--- src/rtl/cpu_core_pkg.sv ---
// package: register offsets, fields, reset values and ALU/bit op codes
package cpu_core_pkg;
  // ================================================================
  // register map (byte addresses on the AXI4-Lite slave)
  localparam logic [7:0] OFF_STATUS = 8'hd0;
  localparam logic [7:0] OFF_STACK = 8'hd4;
  localparam logic [7:0] OFF_ACC = 8'he0;
  localparam logic [7:0] OFF_BREG = 8'hf0;
  localparam logic [7:0] OFF_IPTR = 8'hc0;
  localparam logic [7:0] OFF_DPSEL = 8'hc4;
  localparam logic [7:0] OFF_DPTR = 8'hc8;
  localparam logic [7:0] OFF_OPND = 8'hb0;
  localparam logic [7:0] OFF_CMD = 8'hb4;
  localparam logic [7:0] OFF_RESULT = 8'hb8;
  localparam logic [7:0] OFF_BANK = 8'hbc;
  // ================================================================
  // status word fields and reset values
  localparam int STS_CARRY = 7;
  localparam int STS_HALF = 6;
  localparam int STS_USER0 = 5;
  localparam int STS_BANKH = 4;
  localparam int STS_BANKL = 3;
  localparam int STS_EXCESS = 2;
  localparam int STS_USER1 = 1;
  localparam int STS_PARITY = 0;
  localparam logic [7:0] STATUS_RESET = 8'h00;
  localparam logic [7:0] STACK_RESET = 8'h07;
  localparam logic [15:0] IPTR_RESET = 16'h0000;
  localparam logic [31:0] UNMAPPED_VALUE = 32'h0000_0000;
  localparam logic [1:0] RESP_OKAY = 2'b00;
  localparam logic [1:0] RESP_SLVERR = 2'b10;
  // ================================================================
  // command word: op in [5:0], bit index in [10:8], bit invert in [11]
  localparam int CMD_OP_LSB = 0;
  localparam int CMD_BIT_LSB = 8;
  localparam int CMD_INV_POS = 11;
  typedef enum logic [5:0] {
    OP_ADD = 6'h00, OP_ADDC = 6'h01, OP_SUBB = 6'h02, OP_INC = 6'h03,
    OP_DEC = 6'h04, OP_MUL = 6'h05, OP_DIV = 6'h06, OP_DA = 6'h07,
    OP_CMP = 6'h08, OP_AND = 6'h09, OP_OR = 6'h0a, OP_XOR = 6'h0b,
    OP_CPL = 6'h0c, OP_RR = 6'h0d, OP_RL = 6'h0e, OP_SWAP = 6'h0f,
    OP_BSET = 6'h10, OP_BCLR = 6'h11, OP_BCPL = 6'h12, OP_JB = 6'h13,
    OP_JNB = 6'h14, OP_JBC = 6'h15, OP_MOVCB = 6'h16, OP_MOVBC = 6'h17,
    OP_ANLC = 6'h18, OP_ORLC = 6'h19, OP_PUSH = 6'h1a, OP_POP = 6'h1b,
    OP_CALL = 6'h1c, OP_RET = 6'h1d, OP_JMP = 6'h1e, OP_NOP = 6'h1f,
    OP_CLRC = 6'h20, OP_SETC = 6'h21, OP_CPLC = 6'h22
  } alu_op_e;
  typedef enum logic [2:0] {
    ST_IDLE = 3'b001, ST_EXEC = 3'b010, ST_DONE = 3'b100
  } exec_state_e;
endpackage : cpu_core_pkg

--- src/rtl/cpu_arith_status_core.sv ---
// cpu arithmetic, bit processor, status word, stack and program pointer
//
// Implementation choice: the AXI4-Lite register port.
`timescale 1ns/1ps
`default_nettype none
module cpu_arith_status_core
  import cpu_core_pkg::*;
#(
  parameter int DPTR_COUNT = 8,
  parameter int ADDR_W = 8
) (
  input wire logic aclk,
  input wire logic aresetn,
  input wire logic clk_en,
  input wire logic [ADDR_W-1:0] s_axi_awaddr,
  input wire logic s_axi_awvalid,
  output logic s_axi_awready,
  input wire logic [31:0] s_axi_wdata,
  input wire logic [3:0] s_axi_wstrb,
  input wire logic s_axi_wvalid,
  output logic s_axi_wready,
  output logic [1:0] s_axi_bresp,
  output logic s_axi_bvalid,
  input wire logic s_axi_bready,
  input wire logic [ADDR_W-1:0] s_axi_araddr,
  input wire logic s_axi_arvalid,
  output logic s_axi_arready,
  output logic [31:0] s_axi_rdata,
  output logic [1:0] s_axi_rresp,
  output logic s_axi_rvalid,
  input wire logic s_axi_rready,
  input wire logic event_branch,
  input wire logic [15:0] event_target,
  output logic [15:0] iptr_out,
  output logic [4:0] bank_base_out
);
  initial begin
    if (DPTR_COUNT != 8 || ADDR_W < 8)
      $error("unsupported parameters");
  end

  // ================================================================
  // state
  logic [7:0] acc_r, breg_r, status_r, stack_r, opnd_r, result_r;
  logic [15:0] iptr_r, target_r;
  logic [15:0] dptr_r [DPTR_COUNT];
  logic [2:0] dpsel_r;
  logic [11:0] cmd_r;
  logic [7:0] bits_r;
  exec_state_e state_r;
  logic aw_got_r, w_got_r;
  logic [ADDR_W-1:0] awaddr_r;
  logic [31:0] wdata_r;
  logic [3:0] wstrb_r;

  function automatic logic parity8(input logic [7:0] v);
    return ^v;
  endfunction : parity8

  function automatic logic [31:0] merge(input logic [31:0] old,
      input logic [31:0] nw, input logic [3:0] be);
    logic [31:0] m;
    m = old;
    for (int i = 0; i < 4; i++)
      if (be[i]) m[i*8 +: 8] = nw[i*8 +: 8];
    return m;
  endfunction : merge

  // ================================================================
  // AXI write side
  logic wr_hit;
  logic [7:0] wa;
  logic wr_fire;
  assign wr_fire = aw_got_r && w_got_r && !s_axi_bvalid;

  always_ff @(posedge aclk) begin
    if (!aresetn) begin
      aw_got_r <= 1'b0;
      w_got_r <= 1'b0;
      awaddr_r <= '0;
      wdata_r <= '0;
      wstrb_r <= '0;
      s_axi_awready <= 1'b0;
      s_axi_wready <= 1'b0;
      s_axi_bvalid <= 1'b0;
      s_axi_bresp <= RESP_OKAY;
    end else if (clk_en) begin
      s_axi_awready <= !aw_got_r && !s_axi_awready && !s_axi_bvalid;
      s_axi_wready <= !w_got_r && !s_axi_wready && !s_axi_bvalid;
      if (s_axi_awvalid && s_axi_awready) begin
        aw_got_r <= 1'b1;
        awaddr_r <= s_axi_awaddr;
        s_axi_awready <= 1'b0;
      end
      if (s_axi_wvalid && s_axi_wready) begin
        w_got_r <= 1'b1;
        wdata_r <= s_axi_wdata;
        wstrb_r <= s_axi_wstrb;
        s_axi_wready <= 1'b0;
      end
      if (wr_fire) begin
        aw_got_r <= 1'b0;
        w_got_r <= 1'b0;
        s_axi_bvalid <= 1'b1;
        s_axi_bresp <= wr_hit ? RESP_OKAY : RESP_SLVERR;
      end else if (s_axi_bvalid && s_axi_bready) begin
        s_axi_bvalid <= 1'b0;
      end
    end
  end

  assign wa = awaddr_r[7:0];
  assign wr_hit = wa == OFF_STATUS || wa == OFF_STACK || wa == OFF_ACC ||
    wa == OFF_BREG || wa == OFF_IPTR || wa == OFF_DPSEL ||
    wa == OFF_DPTR || wa == OFF_OPND || wa == OFF_CMD ||
    wa == OFF_RESULT || wa == OFF_BANK;
  logic [31:0] wm;
  assign wm = merge(32'h0, wdata_r, wstrb_r);
  logic [31:0] ip_m, dp_m;
  assign ip_m = merge({16'h0, iptr_r}, wdata_r, wstrb_r);
  assign dp_m = merge({16'h0, dptr_r[dpsel_r]}, wdata_r, wstrb_r);

  // ================================================================
  // AXI read side
  logic [31:0] rd_mux;
  logic rd_hit;
  always_comb begin
    rd_hit = 1'b1;
    case (s_axi_araddr[7:0])
      OFF_STATUS: rd_mux = {24'h0, status_r};
      OFF_STACK: rd_mux = {24'h0, stack_r};
      OFF_ACC: rd_mux = {24'h0, acc_r};
      OFF_BREG: rd_mux = {24'h0, breg_r};
      OFF_IPTR: rd_mux = {16'h0, iptr_r};
      OFF_DPSEL: rd_mux = {29'h0, dpsel_r};
      OFF_DPTR: rd_mux = {16'h0, dptr_r[dpsel_r]};
      OFF_OPND: rd_mux = {24'h0, opnd_r};
      OFF_CMD: rd_mux = {19'h0, state_r == ST_IDLE ? 1'b0 : 1'b1, cmd_r};
      OFF_RESULT: rd_mux = {24'h0, result_r};
      OFF_BANK: rd_mux = {24'h0, bits_r};
      default: begin
        rd_mux = UNMAPPED_VALUE;
        rd_hit = 1'b0;
      end
    endcase
  end

  always_ff @(posedge aclk) begin
    if (!aresetn) begin
      s_axi_arready <= 1'b0;
      s_axi_rvalid <= 1'b0;
      s_axi_rdata <= 32'h0;
      s_axi_rresp <= RESP_OKAY;
    end else if (clk_en) begin
      s_axi_arready <= !s_axi_arready && !s_axi_rvalid;
      if (s_axi_arvalid && s_axi_arready) begin
        s_axi_arready <= 1'b0;
        s_axi_rvalid <= 1'b1;
        s_axi_rdata <= rd_mux;
        s_axi_rresp <= rd_hit ? RESP_OKAY : RESP_SLVERR;
      end else if (s_axi_rvalid && s_axi_rready) begin
        s_axi_rvalid <= 1'b0;
      end
    end
  end

  // ================================================================
  // decode and ALU
  alu_op_e op;
  logic [2:0] bidx;
  logic bsel, bval, cy;
  logic [8:0] sum;
  logic [4:0] hsum;
  logic [15:0] prod;
  logic [7:0] a_nxt, b_nxt, bits_nxt, res_nxt;
  logic [7:0] sts_nxt;
  logic [7:0] sp_nxt;
  logic [15:0] ip_nxt;
  logic [7:0] da_tmp;
  logic da_c;
  always_comb begin
    op = alu_op_e'(cmd_r[CMD_OP_LSB +: 6]);
    bidx = cmd_r[CMD_BIT_LSB +: 3];
    bval = bits_r[bidx];
    bsel = bval ^ cmd_r[CMD_INV_POS];
    cy = status_r[STS_CARRY];
    a_nxt = acc_r;
    b_nxt = breg_r;
    bits_nxt = bits_r;
    res_nxt = result_r;
    sts_nxt = status_r;
    sp_nxt = stack_r;
    ip_nxt = iptr_r + 16'h0001;
    sum = 9'h0;
    hsum = 5'h0;
    prod = acc_r * breg_r;
    da_tmp = acc_r;
    da_c = cy;
    case (op)
      OP_ADD, OP_ADDC: begin
        sum = {1'b0, acc_r} + {1'b0, opnd_r} + {8'h0, op == OP_ADDC && cy};
        hsum = {1'b0, acc_r[3:0]} + {1'b0, opnd_r[3:0]} +
          {4'h0, op == OP_ADDC && cy};
        a_nxt = sum[7:0];
        sts_nxt[STS_CARRY] = sum[8];
        sts_nxt[STS_HALF] = hsum[4];
        sts_nxt[STS_EXCESS] = (acc_r[7] == opnd_r[7]) && (sum[7] != acc_r[7]);
      end
      OP_SUBB: begin
        sum = {1'b0, acc_r} - {1'b0, opnd_r} - {8'h0, cy};
        hsum = {1'b0, acc_r[3:0]} - {1'b0, opnd_r[3:0]} - {4'h0, cy};
        a_nxt = sum[7:0];
        sts_nxt[STS_CARRY] = sum[8];
        sts_nxt[STS_HALF] = hsum[4];
        sts_nxt[STS_EXCESS] = (acc_r[7] != opnd_r[7]) && (sum[7] != acc_r[7]);
      end
      OP_INC: a_nxt = acc_r + 8'h01;
      OP_DEC: a_nxt = acc_r - 8'h01;
      OP_MUL: begin
        a_nxt = prod[7:0];
        b_nxt = prod[15:8];
        sts_nxt[STS_CARRY] = 1'b0;
        sts_nxt[STS_EXCESS] = prod[15:8] != 8'h00;
      end
      OP_DIV: begin
        sts_nxt[STS_CARRY] = 1'b0;
        sts_nxt[STS_EXCESS] = breg_r == 8'h00;
        if (breg_r != 8'h00) begin
          a_nxt = acc_r / breg_r;
          b_nxt = acc_r % breg_r;
        end
      end
      OP_DA: begin
        if (acc_r[3:0] > 4'h9 || status_r[STS_HALF]) begin
          sum = {1'b0, da_tmp} + 9'h006;
          da_tmp = sum[7:0];
          da_c = da_c | sum[8];
        end
        if (da_tmp[7:4] > 4'h9 || da_c) begin
          sum = {1'b0, da_tmp} + 9'h060;
          da_tmp = sum[7:0];
          da_c = da_c | sum[8];
        end
        a_nxt = da_tmp;
        sts_nxt[STS_CARRY] = da_c;
      end
      OP_CMP: begin
        sts_nxt[STS_CARRY] = acc_r < opnd_r;
        if (acc_r != opnd_r) ip_nxt = target_r;
      end
      OP_AND: a_nxt = acc_r & opnd_r;
      OP_OR: a_nxt = acc_r | opnd_r;
      OP_XOR: a_nxt = acc_r ^ opnd_r;
      OP_CPL: a_nxt = ~acc_r;
      OP_RR: a_nxt = {acc_r[0], acc_r[7:1]};
      OP_RL: a_nxt = {acc_r[6:0], acc_r[7]};
      OP_SWAP: a_nxt = {acc_r[3:0], acc_r[7:4]};
      OP_BSET: bits_nxt[bidx] = 1'b1;
      OP_BCLR: bits_nxt[bidx] = 1'b0;
      OP_BCPL: bits_nxt[bidx] = ~bval;
      OP_JB: if (bval) ip_nxt = target_r;
      OP_JNB: if (!bval) ip_nxt = target_r;
      OP_JBC: if (bval) begin
        ip_nxt = target_r;
        bits_nxt[bidx] = 1'b0;
      end
      OP_MOVCB: sts_nxt[STS_CARRY] = bval;
      OP_MOVBC: bits_nxt[bidx] = cy;
      OP_ANLC: sts_nxt[STS_CARRY] = cy & bsel;
      OP_ORLC: sts_nxt[STS_CARRY] = cy | bsel;
      OP_CLRC: sts_nxt[STS_CARRY] = 1'b0;
      OP_SETC: sts_nxt[STS_CARRY] = 1'b1;
      OP_CPLC: sts_nxt[STS_CARRY] = ~cy;
      OP_PUSH, OP_CALL: begin
        sp_nxt = stack_r + 8'h01;
        res_nxt = sp_nxt;
        if (op == OP_CALL) ip_nxt = target_r;
      end
      OP_POP, OP_RET: begin
        res_nxt = stack_r;
        sp_nxt = stack_r - 8'h01;
        if (op == OP_RET) ip_nxt = target_r;
      end
      OP_JMP: ip_nxt = target_r;
      default: ;
    endcase
    if (event_branch) ip_nxt = event_target;
    sts_nxt[STS_PARITY] = parity8(a_nxt);
  end

  // ================================================================
  // executing commands and software register writes
  always_ff @(posedge aclk) begin
    if (!aresetn) begin
      state_r <= ST_IDLE;
      acc_r <= 8'h00;
      breg_r <= 8'h00;
      status_r <= STATUS_RESET;
      stack_r <= STACK_RESET;
      iptr_r <= IPTR_RESET;
      target_r <= 16'h0000;
      opnd_r <= 8'h00;
      result_r <= 8'h00;
      cmd_r <= 12'h000;
      bits_r <= 8'h00;
      dpsel_r <= 3'h0;
      for (int i = 0; i < DPTR_COUNT; i++) dptr_r[i] <= 16'h0000;
    end else if (clk_en) begin
      case (state_r)
        ST_IDLE: if (wr_fire && wa == OFF_CMD && wstrb_r[0]) begin
          cmd_r <= wdata_r[11:0];
          target_r <= wdata_r[31:16];
          state_r <= ST_EXEC;
        end
        ST_EXEC: begin
          acc_r <= a_nxt;
          breg_r <= b_nxt;
          status_r <= sts_nxt;
          stack_r <= sp_nxt;
          iptr_r <= ip_nxt;
          bits_r <= bits_nxt;
          result_r <= res_nxt;
          state_r <= ST_DONE;
        end
        ST_DONE: state_r <= ST_IDLE;
        default: state_r <= ST_IDLE;
      endcase
      if (wr_fire && state_r != ST_EXEC) begin
        case (wa)
          OFF_STATUS: if (wstrb_r[0])
            status_r <= {wm[7:1], parity8(acc_r)};
          OFF_STACK: if (wstrb_r[0]) stack_r <= wm[7:0];
          OFF_ACC: if (wstrb_r[0]) begin
            acc_r <= wm[7:0];
            status_r[STS_PARITY] <= parity8(wm[7:0]);
          end
          OFF_BREG: if (wstrb_r[0]) breg_r <= wm[7:0];
          OFF_IPTR: iptr_r <= ip_m[15:0];
          OFF_DPSEL: if (wstrb_r[0]) dpsel_r <= wm[2:0];
          OFF_DPTR: dptr_r[dpsel_r] <= dp_m[15:0];
          OFF_OPND: if (wstrb_r[0]) opnd_r <= wm[7:0];
          OFF_BANK: if (wstrb_r[0]) bits_r <= wm[7:0];
          default: ;
        endcase
      end
    end
  end

  // ================================================================
  // outputs
  always_ff @(posedge aclk) begin
    if (!aresetn) begin
      iptr_out <= IPTR_RESET;
      bank_base_out <= 5'h00;
    end else if (clk_en) begin
      iptr_out <= iptr_r;
      bank_base_out <= {status_r[STS_BANKH], status_r[STS_BANKL],
        3'b000};
    end
  end
endmodule : cpu_arith_status_core
`default_nettype wire

--- config.mk ---
export PLATFORM = sky130hd
export DESIGN_NAME = cpu_arith_status_core
export DESIGN_NICKNAME = d
export VERILOG_FILES = /design/src/rtl/cpu_core_pkg.sv /design/src/rtl/cpu_arith_status_core.sv
export SDC_FILE = /design/constraint.sdc
export NUM_CORES = 1
export LEC_CHECK = 0
export ABC_CLOCK_PERIOD_IN_PS = 12500
export BUFFER_PORTS_ARGS = -buffer_cell sky130_fd_sc_hd__buf_2
export CAP_MARGIN = 20
export CORE_MARGIN = 8
export CORE_UTILIZATION = 56
export DETAILED_ROUTE_END_ITERATION = 6
export PLACE_DENSITY = 0.81
export SLEW_MARGIN = 20
export SYNTH_ARGS = -nofsm -noshare
export SYNTH_HDL_FRONTEND = slang
export SYNTH_SLANG_ARGS = --single-unit
--- constraint.sdc ---
create_clock -name aclk -period 12.5 [get_ports aclk]
set_clock_uncertainty 0.15 [all_clocks]
set_input_delay 0.625 -clock aclk [delete_from_list [all_inputs] [get_ports aclk]]
set_output_delay 0.625 -clock aclk [all_outputs]
set_load 0.02 [all_outputs]
==> flow_summary.json <==
{
  "cts.htree.levels": 1,
  "grt_max_degree": 92,
  "synth-seq-cells": 322,
  "syn-cell-area_mm2": 0.02249,
  "drc_errors": 0,
  "synth_xor_area_share_pct": 3.572,
  "vias": 20660,
  "worstPathArrival_ns": 12.24,
  "fp.dieH_um": 216.4,
  "start_util_pct": 56.60,
  "avgSynthCellArea_um2": 8.573,
  "antenna_left": 0,
  "worst_pin_slew_ns": 1.125,
  "cts_tree": "yes",
  "grtUsageTotal_pct": 30.54,
  "dp_hpwl_um": 52690,
  "rrSetupSlack_ns": 0.62,
  "placedCellCount": 3140,
  "via_per_inst": 6.442,
  "irDropWorstVdd_uv": 157.6,
  "synth-edff-count": 128,
  "synth_mux_area_share_pct": 7.523,
  "worst_slack_ns": 0.6188,
  "async_flop_share_pct": 0,
  "finalMaxSlewViolations": 0,
  "synth_warnings": 0,
  "clkTransAtPathRegs_ns": 0.07,
  "drt_iter0_drc": 2322,
  "final_net_count": 2914,
  "synth_cells": 2623,
  "fin_cells": 3207,
  "portBuffers": 115,
  "clockBufferDepth": 3,
  "slew_headroom_pct": 24.88,
  "grt_remaining_overflow": 0,
  "end_kind": "register",
  "pre_cts_ws_ns": 0.1479,
  "critPathKind": "reg2reg",
  "fillers": 3322,
  "cellLeakagePower_nw": 9.496,
  "max_freq_mhz": 84.17,
  "place_congestion": 0.9566,
  "period_share_pct": 95.05,
  "worstSetupStartpointType": "register",
  "period_minus_slack_ns": 11.88,
  "die-width_um": 216.4,
  "synth_top_family_by_area": "simple AND/OR/NAND/NOR gates",
  "register_area_mm2": 0.007730,
  "seq_area_frac_synth_pct": 34.36,
  "synth_compound_area_share_pct": 18.37,
  "synthAdderAreaFrac_pct": 11.42,
  "hp-class": "in2reg",
  "required_ns": 12.86,
  "cts_num_sinks": 322,
  "hold_viol": 0,
  "rsz0062_at_grt": "true",
  "first_global_vias": 20330,
  "clkLatencyLatePin_ns": 0.60,
  "core_mm2": 0.03973,
  "crit_path_max_incr_delay_ns": 0.44,
  "antenna_cells": 0,
  "cp_max_fo": 11,
  "yosys.cell_types.count": 99,
  "drive_gt1_share_pct": 12.64,
  "cts_hold_buf": 0,
  "wirelength_um": 74080,
  "status": "completed",
  "antenna_found_initial": 1,
  "die_area_mm2": 0.04682,
  "drv_cap": 0,
  "rows": 73,
  "totalPowerFinal_mw": 2.273,
  "area_growth_pct": 9.242,
  "detail_route.first_pass.iterations": 6,
  "hold_ws_ns": 0.1108,
  "power_density_mw_per_mm2": 92.53,
  "finalSetupViolCount": 0,
  "io_pins": 139,
  "multi_input_area_mm2": 0.01364,
  "grt_pass1_wl_um": 114900,
  "slowest_stage": "fa_1",
  "root_buffer": "clkbuf_16",
  "crit_top_cell": "ha_1",
  "tritoncts.num_buffers": 31,
  "routedWlPerCell_um": 23.10,
  "synthFlopType": "dfxtp_1",
  "yosys.area_share.simple_pct": 18.90
}
-- Yosys cell counts (all sizes together) (5+ instances only) --
cell / instances / area share [%]
a221oi: 15 / 0.61
o21ai: 142 / 3.2
a31oi: 31 / 0.96
edfxtp: 128 / 17
a21oi: 208 / 4.6
nand2b: 17 / 0.47
nand4: 16 / 0.45
o21a: 21 / 0.70
nand2: 358 / 6.0
a21boi: 6 / 0.20
buf: 62 / 1.8
mux2i: 67 / 3.0
a2111oi: 6 / 0.29
xor2: 28 / 1.1
a211oi: 25 / 0.93
nor3b: 5 / 0.17
nor3: 50 / 1.3
or3: 14 / 0.39
a32o: 6 / 0.27
nand3: 47 / 1.0
ha: 138 / 7.7
xnor2: 55 / 2.2
a311oi: 5 / 0.19
o31ai: 16 / 0.56
o211ai: 24 / 0.80
and3: 16 / 0.45
nor2: 368 / 6.2
a22oi: 50 / 1.7
a21o: 16 / 0.53
nor2b: 29 / 0.84
mux4: 35 / 3.5
or2: 5 / 0.14
fa: 42 / 3.7
clkbuf: 131 / 2.2
o22ai: 20 / 0.56
and2: 10 / 0.28
inv: 110 / 1.8
mux2: 20 / 1.0
nor4: 10 / 0.34
o21bai: 10 / 0.38
dfxtp: 194 / 17
-- sequential cells by signal, indices dropped and copies added (netlist names), 12 cells and up, named ones only --
| register | flops |
|---|---|
| cmd_r | 12 |
| iptr_r | 16 |
| iptr_out | 16 |
| s_axi_rdata | 16 |
| wdata_r | 32 |
| dptr_r | 128 |
| target_r | 16 |
-- metrics by stage --
step	instance area, um^2	util (%)	TNS, ns
floorplan	22560	-	0
global placement	23290	58.62	0
detailed placement	23290	58.62	0
CTS	24390	61.39	0
global route	24560	61.83	-0.1120
finish	24560	61.83	0
-- cell type report --
class,instances,share of cell area [%]
flip-flops and latches,322,31.47
clock buffers,44,3.571
clock inverters,14,0.9066
multi-input cells,2017,55.52
well taps,525,2.674
inverters,111,1.706
repair buffers,174,4.156
-- logic make-up (layout without fill, tap and decap cells) --
| kind of cell | Yosys count | after routing |
|---|---|---|
| simple gates | 964 | 964 |
| compound gates | 644 | 644 |
| flops | 322 | 322 |
| buf+inv | 304 | 343 |
| fa+ha+maj | 180 | 180 |
| mux | 122 | 122 |
| xor+xnor | 86 | 86 |
| other cells | 1 | 21 |
-- worst paths after layout --
path / start / end / cells past startpoint
setup / recovery: breg_r[0] / status_r[0] / 51
hold / removal: s_axi_awaddr[5] / awaddr_r[5] / 3
setup reg to reg: breg_r[0] / status_r[0] / 51
hold reg to reg: wdata_r[26] / wdata_r[26] / 2
-- timing repair --
item | 4_1_cts | 5_1_grt
resized for setup | 0 | 21
hold endpoints to repair | 0 | 0
setup endpoints to repair | 0 | 10
setup buffers | 0 | 9
-- cells in the final DEF (no fill, tap or decap), types with 8 or more instances in the layout --
cell type and instances:
fa_1 42, nor2_1 364, buf_4 60, or3_1 14, inv_1 106, conb_1 21
a31oi_1 27, and2_1 9, o22ai_1 20, nor2b_1 28, xnor2_1 53, a21oi_1 207
a211oi_1 21, nor3_1 46, a21o_1 16, and3_1 16, dfxtp_1 192, mux2_2 18
o21ai_1 38, o211ai_1 24, edfxtp_1 128, nand4_1 16, o31ai_1 14, clkbuf_16 31
nand2b_1 17, nand3_1 47, o21a_1 21, buf_2 114, nor4_1 8, a22oi_1 50
mux2i_1 67, o21ai_0 101, xor2_1 28, mux4_2 35, a221oi_1 14, o21bai_1 9
ha_1 138, nand2_1 356
-- metal layers --
layer	part of all wire (%)	GRT usage, %	up-vias
met5	0.022	0	-
li1	-	-	9312
met4	5.5	16.43	2
met2	46	49.40	1282
met3	9.5	4.345	257
met1	39	39.26	9806
-- where the power goes --
part           total [mW]  switching [mW]  internal [mW]
logic               0.114          0.0781         0.0363
clock network        1.02           0.425          0.596
registers            1.14          0.0202           1.12
-- critical path, delay by kind of cell, from the launching register on --
family	cells	cell delay, ns
AO/OA/AOI/OAI	18	3.27
adder cells (fa/ha/maj)	8	2.71
multiplexers	6	2.04
AND/OR/NAND/NOR	9	1.53
buffers and inverters	7	0.97
XOR/XNOR	3	0.78
flip-flops	1	0.33
Note: power is estimated with default switching activity, not from simulation.
